## src/rtl/isdnl1_map.svh

```systemverilog
// Constants of the layer-1 activation state machine: command and
// indication codes, transmit info encodings and timer counts.
// Assumes a 200 MHz core clock and a 4-bit command/indication channel.
`ifndef ISDNL1_MAP_SVH
`define ISDNL1_MAP_SVH

// Command codes
`define L1_CMD_DEACT_REQ      4'h0
`define L1_CMD_FSM_RESET      4'h1
`define L1_CMD_SINGLE_PULSE   4'h2
`define L1_CMD_CONT_PULSE     4'h3
`define L1_CMD_NOT_SYNC       4'h4
`define L1_CMD_ACT_REQ        4'h8
`define L1_CMD_ACT_REQ_LOOP   4'ha
`define L1_CMD_SWITCH_THRU    4'hc
`define L1_CMD_SWITCH_LOOP    4'he
`define L1_CMD_DEACT_CONFIRM  4'hf

// Indication codes
`define L1_IND_TIMING         4'h0
`define L1_IND_NOT_SYNC       4'h4
`define L1_IND_ACT_REQ        4'h8
`define L1_IND_CODE_VIOL      4'hb
`define L1_IND_ACT_DONE       4'hc
`define L1_IND_DEACT_DONE     4'hf

// Transmit info selector encodings
`define L1_TX_INFO0           3'h0
`define L1_TX_INFO2           3'h1
`define L1_TX_INFO4           3'h2
`define L1_TX_SINGLE          3'h3
`define L1_TX_CONT            3'h4

// Timers: figures in ms, clock in MHz, counts derived
`define L1_CLK_MHZ            200
`define L1_INFO0_MS           16
`define L1_DEACT_MS           32
`define L1_INFO0_CYCLES       (`L1_INFO0_MS * 1000 * `L1_CLK_MHZ)
`define L1_DEACT_CYCLES       (`L1_DEACT_MS * 1000 * `L1_CLK_MHZ)
`define L1_TMR_W              23

`endif

```

## src/rtl/isdnl1_pkg.sv

```systemverilog
// Types of the layer-1 activation state machine.
// Assumes the constants header is included by each user.
package isdnl1_pkg;

    typedef enum logic [3:0]
    {
        ST_RESET,
        ST_DEACT,
        ST_INFO0_SEEN,
        ST_PEND_ACT,
        ST_WAIT_SWITCH,
        ST_ACTIVE,
        ST_LOST_ST,
        ST_LOST_UP,
        ST_PEND_DEACT,
        ST_WAIT_CONFIRM,
        ST_TEST_SINGLE,
        ST_TEST_CONT
    } isdnl1_state_t;

endpackage : isdnl1_pkg

```

## src/rtl/isdnl1_sync.sv

```systemverilog
// Two-flop synchroniser for a bundle of line-receiver levels.
// Assumes the inputs are asynchronous levels from the analog front end.
`timescale 1ns/10ps
module isdnl1_sync #(
    parameter int WIDTH = 4
)
(
    // Clock and reset
    input  wire logic             core_clk,
    input  wire logic             reset_n,
    // Levels
    input  wire logic [WIDTH-1:0] asyncIn,
    output logic      [WIDTH-1:0] syncOut
);

    logic [WIDTH-1:0] meta_r;

    // Two flops per bit; the first is read only by the second
    always_ff @(posedge core_clk or negedge reset_n)
    begin
        if (!reset_n)
        begin
            meta_r  <= '0;
            syncOut <= '0;
        end
        else
        begin
            meta_r  <= asyncIn;
            syncOut <= meta_r;
        end
    end

endmodule : isdnl1_sync

```

## src/rtl/isdnl1_fsm.sv

```systemverilog
// Layer-1 activation/deactivation state machine for the S/T transceiver,
// NT and LT-S modes, driven by commands sampled once per highway frame.
// Assumes frame strobe and commands come from logic on core_clk, and line
// receiver status comes asynchronously from the analog front end.
`timescale 1ns/10ps
`include "isdnl1_map.svh"

// Contract
// - Deactivated: transmit nothing, both-side activation
// - NT: terminal signal gives activation-request indication
// - NT: activation command sends INFO 2, loop option
// - NT: INFO 3 seen, keep INFO 2 until switch
// - NT: switch-through sends INFO 4, loop option
// - Lost receive sync when active: lost framing
// - NT: upstream-not-sync command sends INFO 2
// - Deactivation request sends INFO 0
// - Done after 16 ms INFO 0 or 32 ms
// - Wait for confirmation after deactivation
// - Confirmation returns to deactivated, detection enabled
// - Reset command unconditional, INFO 0, ignore line
// - Test commands send single or continuous pulses
// - NT: timing indication while deactivating
// - LT-S: timing indication while deactivated with INFO 0 seen
// - Not-sync and activation-complete indications
// - Code violation indication only when enabled
// - LT-S: INFO 0 or command sends INFO 2
// - LT-S: active holds INFO 4 until exit
// - LT-S: lost sync sends INFO 2, back on INFO 3
// - Reset state reports timing indication
// - Loop 2 forces D echo bit low
module isdnl1_fsm
    import isdnl1_pkg::*;
(
    // Clock and reset
    input  wire logic       core_clk,
    input  wire logic       reset_n,
    // Configuration
    input  wire logic       ltsMode,
    input  wire logic       codeViolationReportEn,
    // Command channel
    input  wire logic       frameStrobe,
    input  wire logic [3:0] cmdCode,
    output logic      [3:0] indCode,
    // Line receiver status
    input  wire logic       rxInfo0,
    input  wire logic       rxInfo3,
    input  wire logic       rxSynced,
    input  wire logic       rxCodeViol,
    // Line transmitter control
    output logic      [2:0] txInfoSel,
    output logic            loop2Closed,
    output logic            channelsTransparent,
    output logic            echoBitForceZero
);

    // Synchronised line status
    logic [3:0] rxSyncd;
    logic       info0Seen;
    logic       info3Seen;
    logic       syncSeen;
    logic       cvSeen;

    isdnl1_sync #(
        .WIDTH (4)
    ) u_sync (
        .core_clk (core_clk),
        .reset_n  (reset_n),
        .asyncIn  ({rxCodeViol, rxSynced, rxInfo3, rxInfo0}),
        .syncOut  (rxSyncd)
    );

    assign info0Seen = rxSyncd[0];
    assign info3Seen = rxSyncd[1];
    assign syncSeen  = rxSyncd[2];
    assign cvSeen    = rxSyncd[3];

    // Test command decode
    function automatic logic isTestCmd(input logic [3:0] c);
        isTestCmd = (c == `L1_CMD_SINGLE_PULSE) ||
                    (c == `L1_CMD_CONT_PULSE);
    endfunction : isTestCmd

    // Activation request decode, plain or looped, used in two states
    function automatic logic isActReq(input logic [3:0] c);
        isActReq = (c == `L1_CMD_ACT_REQ) ||
                   (c == `L1_CMD_ACT_REQ_LOOP);
    endfunction : isActReq

    // State and timers
    isdnl1_state_t             state_r;
    isdnl1_state_t             state_nxt;
    logic                      loop_r;
    logic                      loop_nxt;
    logic [`L1_TMR_W-1:0]      info0Tmr_r;
    logic [`L1_TMR_W-1:0]      info0Tmr_nxt;
    logic [`L1_TMR_W+1:0]      deactTmr_r;
    logic [`L1_TMR_W+1:0]      deactTmr_nxt;
    logic [3:0]                indCode_nxt;
    logic [2:0]                txInfoSel_nxt;
    logic                      cmdValid;
    logic                      info0Done;
    logic                      deactDone;

    localparam logic [`L1_TMR_W-1:0] INFO0_LAST =
        `L1_TMR_W'(`L1_INFO0_CYCLES - 1);
    localparam logic [`L1_TMR_W+1:0] DEACT_LAST =
        (`L1_TMR_W+2)'(`L1_DEACT_CYCLES - 1);

    assign cmdValid  = frameStrobe;
    assign info0Done = (info0Tmr_r == INFO0_LAST) && info0Seen;
    assign deactDone = (deactTmr_r == DEACT_LAST);

    // Next state
    always_comb
    begin
        state_nxt = state_r;
        loop_nxt  = loop_r;
        if (cmdValid && cmdCode == `L1_CMD_FSM_RESET)
        begin
            state_nxt = ST_RESET;
            loop_nxt  = 1'b0;
        end
        else if (cmdValid && isTestCmd(cmdCode) &&
                 state_r != ST_TEST_SINGLE &&
                 state_r != ST_TEST_CONT)
        begin
            loop_nxt  = 1'b0;
            state_nxt = (cmdCode == `L1_CMD_SINGLE_PULSE) ?
                        ST_TEST_SINGLE : ST_TEST_CONT;
        end
        else if (cmdValid && cmdCode == `L1_CMD_DEACT_REQ &&
                 state_r != ST_RESET && state_r != ST_DEACT &&
                 state_r != ST_PEND_DEACT &&
                 state_r != ST_WAIT_CONFIRM)
        begin
            state_nxt = ST_PEND_DEACT;
            loop_nxt  = 1'b0;
        end
        else
        begin
            unique case (state_r)
                ST_RESET, ST_TEST_SINGLE, ST_TEST_CONT:
                begin
                    // Line ignored; besides the commands decoded above, leave only on confirmation
                    if (cmdValid && cmdCode == `L1_CMD_DEACT_CONFIRM)
                        state_nxt = ST_DEACT;
                end
                ST_DEACT:
                begin
                    if (cmdValid && isActReq(cmdCode))
                    begin
                        state_nxt = ST_PEND_ACT;
                        loop_nxt  = (cmdCode == `L1_CMD_ACT_REQ_LOOP);
                    end
                    else if (info0Seen)
                        state_nxt = ltsMode ? ST_PEND_ACT
                                            : ST_INFO0_SEEN;
                end
                ST_INFO0_SEEN:
                begin
                    if (cmdValid && isActReq(cmdCode))
                    begin
                        state_nxt = ST_PEND_ACT;
                        loop_nxt  = (cmdCode == `L1_CMD_ACT_REQ_LOOP);
                    end
                end
                ST_PEND_ACT, ST_LOST_ST:
                begin
                    if (info3Seen)
                        state_nxt = ltsMode ? ST_ACTIVE
                                            : ST_WAIT_SWITCH;
                end
                ST_WAIT_SWITCH, ST_LOST_UP:
                begin
                    if (!ltsMode && cmdValid &&
                        (cmdCode == `L1_CMD_SWITCH_THRU ||
                         cmdCode == `L1_CMD_SWITCH_LOOP))
                    begin
                        state_nxt = ST_ACTIVE;
                        loop_nxt  = loop_r ||
                                    (cmdCode == `L1_CMD_SWITCH_LOOP);
                    end
                end
                ST_ACTIVE:
                begin
                    if (!syncSeen)
                        state_nxt = ST_LOST_ST;
                    else if (!ltsMode && cmdValid &&
                             cmdCode == `L1_CMD_NOT_SYNC)
                        state_nxt = ST_LOST_UP;
                    else if (!ltsMode && cmdValid &&
                             cmdCode == `L1_CMD_SWITCH_LOOP)
                        loop_nxt  = 1'b1;
                end
                ST_PEND_DEACT:
                begin
                    if (info0Done || deactDone)
                        state_nxt = ST_WAIT_CONFIRM;
                end
                ST_WAIT_CONFIRM:
                begin
                    if (cmdValid && cmdCode == `L1_CMD_DEACT_CONFIRM)
                        state_nxt = ST_DEACT;
                end
                default:
                    state_nxt = ST_RESET;
            endcase
        end
    end

    // Deactivation timers run only in pending deactivation
    always_comb
    begin
        info0Tmr_nxt = '0;
        deactTmr_nxt = '0;
        if (state_r == ST_PEND_DEACT)
        begin
            deactTmr_nxt = deactTmr_r + 1'b1;
            if (info0Seen)
                info0Tmr_nxt = info0Tmr_r + 1'b1;
        end
    end

    // Transmit info and indication for the next state
    always_comb
    begin
        txInfoSel_nxt = `L1_TX_INFO0;
        indCode_nxt   = `L1_IND_TIMING;
        unique case (state_nxt)
            ST_RESET:
                indCode_nxt = `L1_IND_TIMING;
            ST_DEACT:
                indCode_nxt = (ltsMode && info0Seen) ?
                              `L1_IND_TIMING
                            : `L1_IND_DEACT_DONE;
            ST_INFO0_SEEN:
                indCode_nxt = `L1_IND_ACT_REQ;
            ST_PEND_ACT, ST_WAIT_SWITCH, ST_LOST_UP:
            begin
                txInfoSel_nxt = `L1_TX_INFO2;
                indCode_nxt   = syncSeen ? `L1_IND_ACT_REQ
                                         : `L1_IND_NOT_SYNC;
            end
            ST_LOST_ST:
            begin
                txInfoSel_nxt = `L1_TX_INFO2;
                indCode_nxt   = `L1_IND_NOT_SYNC;
            end
            ST_ACTIVE:
            begin
                txInfoSel_nxt = `L1_TX_INFO4;
                indCode_nxt   = `L1_IND_ACT_DONE;
            end
            ST_PEND_DEACT:
                indCode_nxt = `L1_IND_TIMING;
            ST_WAIT_CONFIRM:
                indCode_nxt = `L1_IND_DEACT_DONE;
            ST_TEST_SINGLE:
                txInfoSel_nxt = `L1_TX_SINGLE;
            ST_TEST_CONT:
                txInfoSel_nxt = `L1_TX_CONT;
            default:
                txInfoSel_nxt = `L1_TX_INFO0;
        endcase
        if (codeViolationReportEn && cvSeen &&
            state_nxt != ST_RESET)
            indCode_nxt = `L1_IND_CODE_VIOL;
    end

    // Registers
    always_ff @(posedge core_clk or negedge reset_n)
    begin
        if (!reset_n)
        begin
            state_r    <= ST_RESET;
            loop_r     <= 1'b0;
            info0Tmr_r <= '0;
            deactTmr_r <= '0;
            indCode    <= `L1_IND_TIMING;
            txInfoSel  <= `L1_TX_INFO0;
        end
        else
        begin
            state_r    <= state_nxt;
            loop_r     <= loop_nxt;
            info0Tmr_r <= info0Tmr_nxt;
            deactTmr_r <= deactTmr_nxt;
            indCode    <= indCode_nxt;
            txInfoSel  <= txInfoSel_nxt;
        end
    end

    // Loop and transparency outputs from registered state
    assign loop2Closed         = loop_r;
    assign echoBitForceZero    = loop_r;
    assign channelsTransparent = (state_r == ST_ACTIVE);

endmodule : isdnl1_fsm

```

## config.mk

```make
export PLATFORM = sky130hd
export DESIGN_NAME = isdnl1_fsm
export DESIGN_NICKNAME = d
export VERILOG_FILES = /design/src/rtl/isdnl1_pkg.sv /design/src/rtl/isdnl1_sync.sv /design/src/rtl/isdnl1_fsm.sv
export VERILOG_INCLUDE_DIRS = /design/src /design/src/rtl
export SDC_FILE = /design/constraint.sdc
export NUM_CORES = 1
export LEC_CHECK = 0
export ABC_AREA = 1
export BUFFER_PORTS_ARGS = -buffer_cell sky130_fd_sc_hd__buf_2
export CAP_MARGIN = 20
export CORE_MARGIN = 2
export CORE_UTILIZATION = 47
export CTS_CLUSTER_SIZE = 28
export DETAILED_ROUTE_END_ITERATION = 12
export SLEW_MARGIN = 30
export SYNTH_ARGS = -nofsm -noshare
export SYNTH_HDL_FRONTEND = slang
export SYNTH_SLANG_ARGS = --single-unit
```

## constraint.sdc

```tcl
create_clock -name core_clk -period 2.1 [get_ports core_clk]
set_input_delay 0.42 -clock core_clk [delete_from_list [all_inputs] [get_ports core_clk]]
set_output_delay 0.42 -clock core_clk [all_outputs]
set_load 0.02 [all_outputs]
```

==> results.yml <==
worst_setup_path:
  criticalPathCategory: "flop to flop"
  cp_slowest_cell: "dfrtp_1"
  cp_num_buf_inv: 1
  cpPeakStageDelay_ns: 0.37
  worstPathRequired_ns: 2.33
  rrSetupSlack_ns: 0.08
  crit_path_end_kind: "flop"
  cp_max_fo: 3
  startpoint_type: "flop"
  crit_chain: "ha_1, nand2_1, nor2_2, inv_2, nor2_4, nand4_4, nor3_4, nand4_1, nor2_2, nand2_2, nor2_4, nand2_2, o21ai_1, nor2_1"
  worst_ep_arrival_time_ns: 2.25
  cpLargestDelayFamily: "simple AND/OR/NAND/NOR gates"
floorplanning:
  ios: 23
  design.die.area_um2: 8630
  initial_utilization: 0.483
  fp.dieH_um: 92.9
  row_count: 32
  core_region_area_um2: 7690
  die_x_um: 92.9
power:
  ir_worst_vdd_mv: 0.440
  total_power_mw: 3.85
  leakagePower_nw: 1.93
  power_density_nw_per_um2: 887
clocking:
  cts-root-buf: "clkbuf_8"
  cts.sinks: 67
  htreeDepth: 3
  cts_tree: "yes"
  clkSlewWorstSetupHoldPaths_ns: 0.08
  cts_buffer_depth: 2
  insertion_delay_ns: 0.34
  cts_buffers: 9
place:
  place_congestion: 0.890
  dpl.cell_count: 609
  io_buffers: 22
  dp_hpwl_mm: 5.92
timing:
  hold_viol: 0
  fin_crit_ns: 2.02
  fin_skew_ns: 0.0117
  setup_violations: 0
  rsz0062_at_grt: "true"
  tightest_slew_ns: 0.519
  fmax_mhz: 495
  slew_viol_final: 0
  min_period_over_period: 0.962
  fin_setup_tns_ns: 0
  relSlewSlack: 0.654
logic_synthesis:
  syn_avg_cell_area_um2: 7.74
  synth_fa_ha_area_frac: 0.00674
  netlist_instances: 480
  synth-compound-area-share: 0.0967
  synth_edf_count: 0
  syn-num-nets: 495
  netlist_area_um2: 3710
  synth-seq-area-share: 0.451
  synth-simple-area-share: 0.354
  synth-main-ff-cell: "dfrtp_1"
  ys_warn_count: 0
  async_flop_share: 1.00
  synth_top_family_by_area: "simple AND/OR/NAND/NOR gates"
  synthMuxAreaShare: 0
  synth_cell_type_count: 40
  yosys_register_bits: 67
  synthXorXnorAreaFrac: 0.0141
finish:
  layout-area-overhead-vs-synth_pct: 16.7
  final_common_cell: "nand2_1"
  drive_gt1_frac: 0.222
  finalNonFillerCells: 628
  finalNetCount: 536
  diodes: 0
  mostFrequentLayoutCells: "nand2_1, dfrtp_1, nor2_1"
global_route:
  grt_pass1_vias: 3183
  grt_remaining_overflow: 0
  antenna_found_initial: 0
  grt_pass1_wl_mm: 14.3
  grtUsageTotal: 0.208
  grt_max_degree: 68
worst_hold_path:
  hold_class: "input port to asynchronous set/reset pin"
route:
  vias: 3240
  drc_errors: 0
  drtIter0Drc: 166
  routedWlPerCell_um: 13.0
  first_pass_iters: 4
  viasPerCell: 5.16
  antenna_left: 0
  wirelength_mm: 8.18
flow_run:
  cap_violations: 0
outcome:
  outcome: "finished clean"
## final cells by class
class | instances | area [µm²]
Fill cell | 718 | 3350
Multi-Input combinational cell | 340 | 1820
Sequential cell | 67 | 1680
Inverter | 67 | 251
Timing Repair Buffer | 36 | 228
Tap cell | 102 | 128
Clock buffer | 9 | 124
Clock inverter | 7 | 103
## worst register-to-register path: stages, from the launching register on
cell,delay (ns)
dfrtp_1,0.37
ha_1,0.17
nand2_1,0.08
nor2_2,0.14
inv_2,0.07
nor2_4,0.12
nand4_4,0.10
nor3_4,0.13
nand4_1,0.15
nor2_2,0.17
nand2_2,0.09
nor2_4,0.10
nand2_2,0.06
o21ai_1,0.12
nor2_1,0.06
## layer usage
layer | vias up | track usage | routed length, µm
li1 | 1652 | - | -
met1 | 1504 | 0.287 | 3830
met2 | 73 | 0.335 | 3850
met3 | 11 | 0.0309 | 384
met4 | 0 | 0.0723 | 105
met5 | - | 0 | 0
## final timing paths
| check | startpoint | depth (start not counted) | endpoint |
|---|---|---|---|
| worst min-delay path | reset_n | 2 | info0Tmr_r[18]$_DFF_PN0_ |
| worst max-delay path | deactTmr_r[0]$_DFF_PN0_ | 14 | deactTmr_r[22]$_DFF_PN0_ |
| max in group asynchronous | reset_n | 2 | state_r[3]$_DFF_PN0_ |
| worst max register to register | deactTmr_r[0]$_DFF_PN0_ | 14 | deactTmr_r[22]$_DFF_PN0_ |
| worst min register to register | u_sync.meta_r[0]$_DFF_PN0_ | 0 | u_sync.syncOut[0]$_DFF_PN0_ |
| min in group core_clk | rxCodeViol | 1 | u_sync.meta_r[3]$_DFF_PN0_ |
## registers in the layout, indices dropped and copies added, names as in the netlist
register and flops:
indCode 3, echoBitForceZero 1, txInfoSel 3, u_sync.syncOut 4, info0Tmr_r 23, u_sync.meta_r 4
state_r 4, deactTmr_r 25
## repair_timing
action	CTS	global route
hold endpoints to repair	0	0
buffers inserted	0	3
hold buffers	0	0
resized for setup	0	22
setup endpoints to repair	0	11
## synthesized netlist by cell type, types with 3 or more instances
cell type | number | area [µm²]
nor3b_1 | 3 | 22.5
nand3_1 | 27 | 135
nor4_1 | 3 | 18.8
nor2_4 | 3 | 33.8
nor2_2 | 13 | 81.3
buf_4 | 3 | 22.5
nor3_2 | 3 | 30.0
nand2_2 | 10 | 62.6
dfrtp_1 | 67 | 1680
a211oi_1 | 3 | 22.5
inv_1 | 55 | 206
xor2_1 | 4 | 35.0
nand2_1 | 100 | 375
nand4_1 | 17 | 106
a21oi_1 | 27 | 135
inv_2 | 10 | 37.5
o21ai_1 | 4 | 20.0
o21a_1 | 4 | 30.0
nand3_2 | 4 | 40.0
o21ai_0 | 15 | 75.1
nor3_1 | 21 | 105
nor2_1 | 62 | 233
## metrics by stage
step,setup slack (ns),hold slack [ns],area (µm²),util
final,0.0806,0.0853,4340,0.564
after floorplan,0.169,0.124,3710,-
after CTS,0.0408,0.0957,4240,0.551
after global placement,0.110,0.333,4010,0.522
after global routing,-0.0801,0.122,4340,0.564
after detailed placement,0.0490,0.335,4010,0.522
## cells by family (layout without fill, tap and decap cells)
group / after synthesis / count (layout)
flops: 67 / 67
fa+ha+maj: 2 / 2
buf+inv: 73 / 119
compound gates: 61 / 61
simple gates: 271 / 271
xor+xnor: 6 / 6
## power breakdown
group	total (mW)	switching, mW	internal [mW]
Combinational	1.14	0.779	0.365
Clock	1.22	0.549	0.676
Sequential	1.48	0.0890	1.39
Note: power is estimated with default switching activity, not from simulation.
